[config.mk]
export PLATFORM = sky130hd
export DESIGN_NAME = gmrp_port
export DESIGN_NICKNAME = d
export VERILOG_FILES = /design/src/verilog/gmrp_pkg.sv /design/src/verilog/gmrp_cmd_mem.sv /design/src/verilog/gmrp_port.sv
export SDC_FILE = /design/constraint.sdc
export NUM_CORES = 1
export LEC_CHECK = 0
export BUFFER_PORTS_ARGS = -buffer_cell sky130_fd_sc_hd__buf_2
export CORE_ASPECT_RATIO = 1.5
export CORE_MARGIN = 3
export CORE_UTILIZATION = 66
export CTS_CLUSTER_SIZE = 25
export DETAILED_ROUTE_END_ITERATION = 7
export PLACE_DENSITY = 0.91
export SLEW_MARGIN = 20
export SYNTH_ARGS = -nofsm -noshare
export SYNTH_HDL_FRONTEND = slang
export SYNTH_SLANG_ARGS = --single-unit
[constraint.sdc]
create_clock -name core_clk_i -period 10.7 [get_ports core_clk_i]
set_input_delay 2.14 -clock core_clk_i [delete_from_list [all_inputs] [get_ports core_clk_i]]
set_output_delay 2.14 -clock core_clk_i [all_outputs]
set_load 0.01 [all_outputs]
[src/verilog/gmrp_pkg.sv]
// Functional notes
// - Response starts with the request's transaction id and a zero protocol id.
// - Read reply carries function 04, byte count, two bytes per register.
// - Read reply length counts unit id, function, byte count and data.
// - One register read gives byte count 2 and exactly two data bytes.
// - Function 16 writes consecutive output registers from the given address.
// - Write reply has length six, echoes ids, address and count.
// - Command word zero high byte is action request; bit 0 activates.
// - Activation in progress reports status byte 0x11.
// - Activation completed reports status byte 0x31.
// - Register image refreshes at 200 Hz; reads 5 ms apart advised.
// - Each word is two device bytes; lower byte number is high byte.
package gmrp_pkg;

	localparam logic [7:0]  FC_READ_INPUT    = 8'h04;
	localparam logic [7:0]  FC_WRITE_MULTI   = 8'h10;
	localparam logic [7:0]  UNIT_ID_DEFAULT  = 8'h02;
	localparam logic [15:0] PROTOCOL_ID      = 16'h0000;
	localparam logic [15:0] WRITE_RESP_LEN   = 16'h0006;
	localparam logic [15:0] READ_LEN_BASE    = 16'h0003;
	localparam logic [15:0] WRITE_RESP_LAST  = 16'h000B;

	// Byte positions inside a request or response frame.
	localparam logic [15:0] IDX_TID_HI   = 16'h0000;
	localparam logic [15:0] IDX_TID_LO   = 16'h0001;
	localparam logic [15:0] IDX_LEN_HI   = 16'h0004;
	localparam logic [15:0] IDX_LEN_LO   = 16'h0005;
	localparam logic [15:0] IDX_UNIT     = 16'h0006;
	localparam logic [15:0] IDX_FUNC     = 16'h0007;
	localparam logic [15:0] IDX_ADDR_HI  = 16'h0008;
	localparam logic [15:0] IDX_ADDR_LO  = 16'h0009;
	localparam logic [15:0] IDX_CNT_HI   = 16'h000A;
	localparam logic [15:0] IDX_CNT_LO   = 16'h000B;
	localparam logic [15:0] IDX_WR_DATA  = 16'h000D;
	localparam logic [15:0] IDX_RD_COUNT = 16'h0008;
	localparam logic [15:0] IDX_RD_DATA  = 16'h0009;

	// Status byte layout.
	localparam int          ECHO_BIT     = 0;
	localparam int          STATE_LSB    = 4;
	localparam int          ACT_REQ_BIT  = 0;
	localparam logic [1:0]  ACT_IDLE     = 2'h0;
	localparam logic [1:0]  ACT_BUSY     = 2'h1;
	localparam logic [1:0]  ACT_DONE     = 2'h3;

	localparam int NUM_IN_BYTES_DEF  = 12;
	localparam int NUM_OUT_BYTES_DEF = 16;

	// Refresh of the input image.
	localparam int CLK_PERIOD_NS   = 5;
	localparam int REFRESH_TIME_NS = 5_000_000;
	localparam int REFRESH_CYCLES  = REFRESH_TIME_NS / CLK_PERIOD_NS;

	typedef enum logic [0:0] {
		GMRP_RX,
		GMRP_TX
	} gmrp_state_e;

endpackage : gmrp_pkg

[src/verilog/gmrp_cmd_mem.sv]
`timescale 1ns/1ps
`default_nettype none
module gmrp_cmd_mem
	import gmrp_pkg::*;
#(
	parameter int DEPTH = NUM_OUT_BYTES_DEF,
	parameter int AW    = 4
) (
	// Clock
	input  wire logic          core_clk_i,
	// Write port
	input  wire logic          wr_en_i,
	input  wire logic [AW-1:0] wr_addr_i,
	input  wire logic [7:0]    wr_data_i,
	// Read port
	input  wire logic [AW-1:0] rd_addr_i,
	output logic      [7:0]    rd_data_o
);

	logic [7:0] mem [DEPTH];

	always_ff @(posedge core_clk_i)
	begin
		if (wr_en_i)
		begin
			mem[wr_addr_i] <= wr_data_i;
		end
	end

	always_ff @(posedge core_clk_i)
	begin
		rd_data_o <= mem[rd_addr_i];
	end

endmodule : gmrp_cmd_mem
`default_nettype wire

[src/verilog/gmrp_port.sv]
`timescale 1ns/1ps
`default_nettype none
module gmrp_port
	import gmrp_pkg::*;
#(
	parameter logic [7:0] UNIT_ID       = UNIT_ID_DEFAULT,
	parameter int         NUM_IN_BYTES  = NUM_IN_BYTES_DEF,
	parameter int         NUM_OUT_BYTES = NUM_OUT_BYTES_DEF,
	parameter int         OUT_AW        = 4,
	parameter int         REFRESH       = REFRESH_CYCLES
) (
	// Clock and reset
	input  wire logic                    core_clk_i,
	input  wire logic                    reset_i,
	// Request byte stream
	input  wire logic                    rx_valid_i,
	input  wire logic [7:0]              rx_data_i,
	input  wire logic                    rx_last_i,
	output logic                         rx_ready_o,
	// Response byte stream
	output logic                         tx_valid_o,
	output logic      [7:0]              tx_data_o,
	output logic                         tx_last_o,
	input  wire logic                    tx_ready_i,
	// Gripper side
	input  wire logic                    activation_done_i,
	input  wire logic [8*NUM_IN_BYTES-1:0] status_bytes_i,
	output logic                         activate_request_bit_o,
	output logic      [1:0]              activation_state_field_o,
	input  wire logic [OUT_AW-1:0]       cmd_rd_addr_i,
	output logic      [7:0]              cmd_rd_data_o
);

	gmrp_state_e state;
	logic [15:0] rx_idx;
	logic [15:0] tx_idx;
	logic [15:0] tid;
	logic [7:0]  unit;
	logic [7:0]  func;
	logic [15:0] start_addr;
	logic [15:0] reg_count;
	logic [7:0]  image [NUM_IN_BYTES];
	logic [31:0] refresh_cnt;
	logic        refresh_tick;
	logic [1:0]  act_state;
	logic [7:0]  status_byte;
	logic        rx_take;
	logic        tx_take;
	logic        req_ok;
	logic        is_read;
	logic [15:0] wr_byte_addr;
	logic        wr_en;
	logic [15:0] ld_idx;
	logic [15:0] rd_byte_addr;
	logic [15:0] resp_len;
	logic [15:0] resp_last;
	logic [7:0]  next_byte;

	assign rx_ready_o = (state == GMRP_RX);
	assign tx_valid_o = (state == GMRP_TX);
	assign rx_take    = rx_valid_i && rx_ready_o;
	assign tx_take    = tx_valid_o && tx_ready_i;
	assign is_read    = (func == FC_READ_INPUT);
	assign req_ok     = (unit == UNIT_ID) && (is_read || func == FC_WRITE_MULTI);
	assign tx_last_o  = tx_valid_o && (tx_idx == resp_last);

	// Word address times two plus byte offset; even byte is the high byte.
	assign wr_byte_addr = {start_addr[14:0], 1'b0} + (rx_idx - IDX_WR_DATA);
	assign wr_en = rx_take && req_ok && !is_read && rx_idx >= IDX_WR_DATA
		&& wr_byte_addr < 16'(NUM_OUT_BYTES);

	assign resp_len  = is_read ? READ_LEN_BASE + {reg_count[14:0], 1'b0}
		: WRITE_RESP_LEN;
	assign resp_last = is_read ? IDX_RD_COUNT + {reg_count[14:0], 1'b0}
		: WRITE_RESP_LAST;

	always_ff @(posedge core_clk_i)
	begin
		if (reset_i)
			state <= GMRP_RX;
		else
		begin
			case (state)
				GMRP_RX:
					if (rx_take && rx_last_i && req_ok && rx_idx >= IDX_CNT_LO)
						state <= GMRP_TX;
				GMRP_TX:
					if (tx_take && tx_last_o)
						state <= GMRP_RX;
				default:
					state <= GMRP_RX;
			endcase
		end
	end

	always_ff @(posedge core_clk_i)
	begin
		if (reset_i)
			rx_idx <= 16'h0000;
		else if (rx_take && rx_last_i)
			rx_idx <= 16'h0000;
		else if (rx_take && rx_idx != 16'hFFFF)
			rx_idx <= rx_idx + 16'h0001;
	end

	// Header fields are captured as they stream past.
	always_ff @(posedge core_clk_i)
	begin
		if (reset_i)
		begin
			tid        <= 16'h0000;
			unit       <= 8'h00;
			func       <= 8'h00;
			start_addr <= 16'h0000;
			reg_count  <= 16'h0000;
		end
		else if (rx_take)
		begin
			case (rx_idx)
				IDX_TID_HI:  tid[15:8]        <= rx_data_i;
				IDX_TID_LO:  tid[7:0]         <= rx_data_i;
				IDX_UNIT:    unit             <= rx_data_i;
				IDX_FUNC:    func             <= rx_data_i;
				IDX_ADDR_HI: start_addr[15:8] <= rx_data_i;
				IDX_ADDR_LO: start_addr[7:0]  <= rx_data_i;
				IDX_CNT_HI:  reg_count[15:8]  <= rx_data_i;
				IDX_CNT_LO:  reg_count[7:0]   <= rx_data_i;
				default:     unit             <= unit;
			endcase
		end
	end

	gmrp_cmd_mem #(
		.DEPTH (NUM_OUT_BYTES),
		.AW    (OUT_AW)
	) u_cmd_mem (
		.core_clk_i (core_clk_i),
		.wr_en_i    (wr_en),
		.wr_addr_i  (wr_byte_addr[OUT_AW-1:0]),
		.wr_data_i  (rx_data_i),
		.rd_addr_i  (cmd_rd_addr_i),
		.rd_data_o  (cmd_rd_data_o)
	);

	always_ff @(posedge core_clk_i)
	begin
		if (reset_i)
			activate_request_bit_o <= 1'b0;
		else if (wr_en && wr_byte_addr == 16'h0000)
			activate_request_bit_o <= rx_data_i[ACT_REQ_BIT];
	end

	always_ff @(posedge core_clk_i)
	begin
		if (reset_i || !activate_request_bit_o)
			act_state <= ACT_IDLE;
		else if (activation_done_i)
			act_state <= ACT_DONE;
		else if (act_state == ACT_IDLE)
			act_state <= ACT_BUSY;
	end
	assign activation_state_field_o = act_state;

	always_comb
	begin
		status_byte = 8'h00;
		status_byte[ECHO_BIT] = activate_request_bit_o;
		status_byte[STATE_LSB +: 2] = act_state;
	end

	always_ff @(posedge core_clk_i)
	begin
		if (reset_i || refresh_tick)
			refresh_cnt <= 32'h0000_0000;
		else
			refresh_cnt <= refresh_cnt + 32'h0000_0001;
	end
	assign refresh_tick = (refresh_cnt == 32'(REFRESH - 1));

	// Input image, sampled once per refresh period.
	for (genvar i = 0; i < NUM_IN_BYTES; i++)
	begin : g_image
		always_ff @(posedge core_clk_i)
		begin
			if (reset_i)
				image[i] <= 8'h00;
			else if (refresh_tick)
			begin
				if (i == 0)
					image[i] <= status_byte;
				else if (i == 1)
					image[i] <= 8'h00;
				else
					image[i] <= status_bytes_i[8*i +: 8];
			end
		end
	end

	assign ld_idx = (state == GMRP_RX) ? 16'h0000 : tx_idx + 16'h0001;
	assign rd_byte_addr = {start_addr[14:0], 1'b0} + (ld_idx - IDX_RD_DATA);

	always_comb
	begin
		next_byte = 8'h00;
		case (ld_idx)
			IDX_TID_HI: next_byte = tid[15:8];
			IDX_TID_LO: next_byte = tid[7:0];
			IDX_LEN_HI: next_byte = resp_len[15:8];
			IDX_LEN_LO: next_byte = resp_len[7:0];
			IDX_UNIT:   next_byte = unit;
			IDX_FUNC:   next_byte = func;
			16'h0002, 16'h0003: next_byte = PROTOCOL_ID[7:0];
			default:
				if (!is_read)
				begin
					case (ld_idx)
						IDX_ADDR_HI: next_byte = start_addr[15:8];
						IDX_ADDR_LO: next_byte = start_addr[7:0];
						IDX_CNT_HI:  next_byte = reg_count[15:8];
						IDX_CNT_LO:  next_byte = reg_count[7:0];
						default:     next_byte = 8'h00;
					endcase
				end
				else if (ld_idx == IDX_RD_COUNT)
					next_byte = {reg_count[6:0], 1'b0};
				else if (rd_byte_addr < 16'(NUM_IN_BYTES))
					next_byte = image[rd_byte_addr[$clog2(NUM_IN_BYTES)-1:0]];
		endcase
	end

	always_ff @(posedge core_clk_i)
	begin
		if (reset_i)
		begin
			tx_idx    <= 16'h0000;
			tx_data_o <= 8'h00;
		end
		else if (state == GMRP_RX)
		begin
			tx_idx    <= 16'h0000;
			tx_data_o <= next_byte;
		end
		else if (tx_take)
		begin
			tx_idx    <= ld_idx;
			tx_data_o <= next_byte;
		end
	end
endmodule : gmrp_port
`default_nettype wire
; ---- Word-level counts from Yosys, hierarchy flattened
; Memories as Yosys holds them, arrays and structs flattened. A register that Yosys moved wholly into a read port is not among the register bits.
; Index checks and enable logic that the tools add are counted.
[totals]
reg_bits = 140
mem_bits_rw = 224
input_bits = 114
out_inout_bits = 22
word_cells = 137
memories = 2
[op_classes]
addsub = 9
order_cmp = 4
n_eq_ne = 25
muxes = 34
bitwise = 13
n_reduce_logical = 35
[memory_table]
columns = name, words, width, read_ports, rd_ports_with_merged_regs, wr, line_no
row1 = u_cmd_mem.mem, 16, 8, 1, 1, 1, gmrp_cmd_mem.sv:20  ; logic [7:0] mem [DEPTH];
row2 = image, 12, 8, 1, 0, 12, gmrp_port.sv:42  ; logic [7:0] image [NUM_IN_BYTES];
[op_table]
columns = op, count
row1 = $mux W8, 17
row2 = $eq A16 B4 Y1 const B, 8
row3 = $eq A16 B3 Y1 const B, 6
row4 = $pmux W8 S7, 1
row5 = $logic_not A16 Y1, 3
row6 = $mux W16, 3
row7 = $add A16 B1 Y16 const B, 2
row8 = $add A16 B16 Y16, 2
row9 = $add A32 B1 Y32 const B, 1
row10 = $eq A16 B1 Y1 const B, 2
row11 = $eq A16 B2 Y1 const B, 2
row12 = $eq A32 B20 Y1 const B, 1
row13 = $ge A16 B4 Y1 const B, 2
row14 = $pmux W8 S4, 1
row15 = $sub A16 B4 Y16 const B, 2
row16 = $add A2 B16 Y16 const A, 1
row17 = $add A4 B16 Y16 const A, 1
row18 = $eq A16 B16 Y1, 1
row19 = $lt A16 B4 Y1 const B, 1
row20 = $lt A16 B5 Y1 const B, 1
row21 = $ne A16 B16 Y1 const B, 1
row22 = $reduce_and A2 Y1, 8
row23 = $logic_and A1 B1 Y1, 14
row24 = $or A1 B1 Y1, 12
row25 = 13 further kinds, 27

; ---- Logic depth before layout (Yosys ltp)
[depth]
depth_word = 11
depth_mapped = 18

; ---- Modules after synthesis
; Synthesis repeated with hierarchy kept, for this count alone.
[hier_totals]
hier_cells = 1843
area_unflattened_um2 = 19017.0
[modules_own_cells]
columns = module, n_inst, cells_per_inst, area_per_inst_um2, seq_area_each_um2
row1 = gmrp_port, 1, 1614, 13869.6, 5295.1
row2 = gmrp_cmd_mem, 1, 229, 5147.4, 4003.8

; ---- Worst setup path after synthesis
; OpenSTA, ideal clock, no wires.
[synth_timing]
path_kind = input-to-reg
start = input reset_i
end = memory image[0][0] (enable)
setup_ns = 0.480
t_arrival_ns = 5.104
t_required_ns = 10.220
setup_slack_ns = 5.116
path_stages = 4
path_buffers = 3
cell_sequence = clkbuf_1 > nand2b_1 > clkbuf_1 > clkbuf_1
[synth_lines]
columns = item, line_no
row1 = from (decl), gmrp_port.sv:14  ; input wire logic reset_i,
row2 = to (decl), gmrp_port.sv:42

; ---- Worst setup path in the final report
[layout_timing]
start = register reg_count[2]
end = output tx_last_o
[layout_via]
elab_chain_cells = 4
[layout_lines]
columns = item, line_no
row1 = from (decl), gmrp_port.sv:41  ; logic [15:0] reg_count;
row2 = from (signal assigned), gmrp_port.sv:127  ; IDX_CNT_LO: reg_count[7:0] <= rx_data_i;
row3 = $add A4 B16 Y16, gmrp_port.sv:74  ; assign resp_last = is_read ? IDX_RD_COUNT + {reg_count[14:0], 1'b0}
row4 = $mux W16, gmrp_port.sv:74
row5 = $eq A16 B16 Y1, gmrp_port.sv:65  ; assign tx_last_o = tx_valid_o && (tx_idx == resp_last);
row6 = $logic_and A1 B1 Y1, gmrp_port.sv:65
row7 = to (decl), gmrp_port.sv:23  ; output logic tx_last_o,
; No other way between the ends.

==> results summary <==
Post-CTS repair changed the size of 0 cells. The final critical path time including I/O delays and setup came out at between 6 and 7 ns. The worst setup slack for register-to-register paths came out at ~5.2 ns. The fraction of power consumed by combinational cells is 4.4%. The initial antenna violation count is 0. Summed over all layers, the routed wires come to 48,030 um. The cts-stage hold buffer count came out at 0. The biggest cell delay along the critical path came out at 0.62 ns. The largest individual stage delay along the critical path comes from the cell nor3_1. The aggregate global routing overflow is 0. The total number of placement rows came out at between 70 and 80. The peak supply drop is around 0.00015 V.

The path class of the tightest hold or removal check is register to register. The maximum fanout along the worst path came out at 8. The ratio of total power to cell area is around 140 nW/um2. The largest net degree at the start of global routing came out at 83. At the pin with the least slew margin, the transition time is about 0.94 ns. The overall power after layout came out at ~2.8 mW. For this design the total switching power over the nets is 0.6020 mW. The number of flops mapped to enable cells by yosys is approximately 210. The HPWL reported at the end of detailed placement is about 34,000 um.

The final-layout setup total negative slack is 0 ns. The top-area cell type share of the netlist area came out at roughly 34%. The analysis attributes to cell leakage a power of about 7.5 nW. The number of vias per cell after detailed routing is 6.469. The die covers 30,450 um2. The starting density of the core is approximately 68%. The signal on the critical path passes through ha_1 -> nand3_1 -> nor3_1 -> nand3_1 -> xor2_1 -> xor2_1 -> a31oi_1 -> o32ai_1 -> and4b_1 -> buf_2. A synthesized cell averages about 11 um2. Clock tree synthesis selected as its root buffer the cell clkbuf_16.

The number of DRC markers in iteration 0 came out at 1,170. The share of synthesized cell area in and, or, nand and nor gates came out at 18.37%. The number of standard cells after synthesis came out at between 1,500 and 2,000. For the worst-skew pair, the clock arrives at the later sink with an insertion delay of ~0.60 ns. The internal portion of total power is between 2 and 2.5 mW. The clock passes through at most 3 buffers. Sequential elements use roughly half of the synthesized area. The synthesized net count is 1,940. The vias after detailed routing came out at ~14,000. The CTS clock-pin slew for the worst setup and hold paths is roughly 0.070 ns. The all-layer global routing usage came out at a little under a third.

The share of power burned in the clock network came out at 41.9%. The buffer and inverter count on the worst path came out at 1. The max-cap violation count came out at 0. The dominant synthesized flop cell is edfxtp_1. The proportion of total power due to net switching is between 20% and 30%. The H-tree depth came out at 1. The share of synthesized registers carrying an async set or reset came out at 0%. Setup violations remaining at the end of the flow were counted as 0. The number of nets still failing antenna checks after routing is 0. The cell area after synthesis is about 19,000 um2.

The tree built by TritonCTS fans out to 359 sinks. The number of search-and-repair iterations in the first detailed-routing pass is 8. The top cell type by total area after synthesis is edfxtp_1. The number of warnings reported in the yosys synthesis log came out at 0. The floorplan step set the die height to 212.2 um. The flow ran to the end, and the final reports show no timing, DRC or antenna violations.

The critical path is of the register to output port type. Counting flops and latches in the post-synthesis netlist gives 359. Setup repair after global routing left no endpoint under its margin.

The worst clock skew came out at 0.01228 ns. For this run, design rule violations remaining after detail routing come to 0. The final RePlAce weighted congestion came out at 0.9793. The kind of cell with the highest combined delay along the critical path is simple AND/OR/NAND/NOR gates. The arrival time at the worst endpoint is 3.87 ns. The post-CTS setup-driven buffer insertion count is 0.

The number of hold violations in the final report came to 0. In the final design database the tool counted 2,005 nets. The via count of the first global-routing pass is between 10,000 and 15,000. The chip width came out at between 100 and 150 um. The relative slew slack came out at between 30% and 40%. The TritonCTS buffer count is 31. The filler cell count in the final layout is 1,741. The type of element capturing the critical path is an output port. The achievable frequency came out at 166.5 MHz. The signed area change from the synthesized netlist to the final layout is 9.882%. The number of max-slew violations in the final report is 0. The count of pins on the block boundary is 136.

The unique cell type count in the Yosys netlist came out at 84. The adder-cell share of the synthesized area is 4.493%. Registers are responsible for between 50% and 60% of the overall power. Dividing the final minimum period by the clock period gives a little under three fifths.

The compound-cell area share of the yosys netlist came out at 10.00%. The multiplexer fraction of the synthesized cell area is under 10%. The repair_antennas step left the layout with diodes totalling 0. STA classifies the critical path startpoint as a register. TritonCTS built the clock tree. The fraction of final layout cells with drive strength greater than 1 came out at between 10% and 20%. By area, the combinational part of the netlist is dominated by simple AND/OR/NAND/NOR gates. The XOR/XNOR share of the synthesized area is approximately 5.0%. The core box area came out at between 20,000 and 30,000 um2.

Yosys attributes the largest share of cell area to edfxtp_1, dfxtp_1, mux4_2, ha_1, nand2_1. At the worst endpoint, the required time is 8.56 ns. The count of port buffers added during placement came out at 119.

After detailed routing, the average wire length per cell comes to 21.91 um. The global-route wire length before repair is roughly 75,000 um.
-- tightest hold or removal path, delay by kind of cell, from the launching register on --
kind | cells | cell delay (ns)
compound gates | 1 | 0.05
flops | 1 | 0.31
simple gates | 1 | 0.05
-- cell families (layout without fill, tap and decap cells) --
group / Yosys count / in the layout
adder cells (fa/ha/maj): 66 / 66
buffers and inverters: 201 / 291
multiplexers: 81 / 81
flip-flops: 359 / 359
AO/OA/AOI/OAI: 280 / 280
AND/OR/NAND/NOR: 668 / 668
XOR/XNOR: 105 / 105
-- worst paths after layout --
kind                       end  cells after the start          from
hold / removal         tid[13]                      2       tid[13]
hold reg to reg        tid[13]                      2       tid[13]
setup / recovery     tx_last_o                     10  reg_count[2]
setup reg to reg  tx_data_o[0]                     16     tx_idx[0]
-- area by class of cell --
type	instances	area (um2)	area share [%]
clock buffers	42	869.6	4.229
repair buffers	141	775.7	3.773
clock inverters	16	180.2	0.8762
well taps	342	427.9	2.081
multi-input cells	1200	8665	42.14
flip-flops and latches	359	9299	45.22
inverters	92	345.3	1.679
-- state kept, by name, indices dropped and copies added, names as in the netlist --
name	count
activation_state_field_o	2
tid	16
refresh_cnt	32
func	8
reg_count	16
tx_valid_o	1
tx_data_o	8
u_cmd_mem.rd_data_o	8
start_addr	16
tx_idx	16
unit	8
image	83
activate_request_bit_o	1
u_cmd_mem.mem	128
rx_idx	16
-- metrics by stage --
stage | hold slack [ns] | setup slack (ns) | util, % | area (um2) | instances
2_1_floorplan | 0.4313 | 5.116 | - | 18710 | 1760
3_3_place_gp | 0.4373 | 5.107 | 70.56 | 19470 | 2133
3_5_place_dp | 0.4437 | 4.932 | 70.56 | 19470 | 2133
4_1_cts | 0.4573 | 4.747 | 74.37 | 20520 | 2191
5_1_grt | 0.4786 | 4.513 | 74.52 | 20560 | 2192
6_report | 0.4573 | 4.694 | 74.52 | 20560 | 2192
-- synth_stat cells, drive strengths merged, types with 4 or more instances --
library cell / n
nor4b: 9
a31oi: 12
dfxtp: 148
clkbuf: 82
a221o: 4
nand4: 26
o21a: 7
a21oi: 117
a211oi: 9
a22oi: 11
o211a: 5
o21bai: 6
buf: 27
nand4b: 4
xor2: 50
a2111oi: 8
inv: 92
nor4: 34
edfxtp: 211
nand2: 198
mux2i: 14
nand3: 79
nor3b: 5
o21ai: 38
nor2: 113
and3: 18
nor3: 33
or3: 6
or2: 7
mux2: 11
nand3b: 7
ha: 64
a22o: 6
mux4: 56
a221oi: 8
nand2b: 24
a21boi: 4
and2: 89
a21o: 9
xnor2: 54
nor2b: 6
o22ai: 4
and4: 4
-- power by group through the flow --
stage,Combinational [mW],Sequential [mW],Clock [mW]
floorplan,0.0698,1.52,0
finish,0.123,1.49,1.16
global route,0.133,1.49,1.22
CTS,0.122,1.49,1.17
global placement,0.115,1.52,0
detailed placement,0.120,1.52,0
-- metal layers --
metal  GRT usage (%)  vias to the layer above  wire length, um
li1                -                     6495                -
met1           33.35                     6769            16130
met2           57.40                      704            25460
met3           4.973                      213             3213
met4           18.94                        0             3222
met5               0                        -                0
-- placed cells by master (no fill, tap or decap), types with 18 or more instances in the layout --
master       n
edfxtp_1   211
nand2_1    197
dfxtp_1    148
buf_2      118
a21oi_1    117
nor2_1     112
inv_1       91
and2_1      89
nand3_1     79
ha_1        64
mux4_2      56
xnor2_1     54
xor2_1      50
o21ai_0     37
nor4_1      31
clkbuf_16   31
nor3_1      29
nand4_1     25
nand2b_1    23
buf_4       22
and3_1      18
Power figures use the tool's default switching activity.
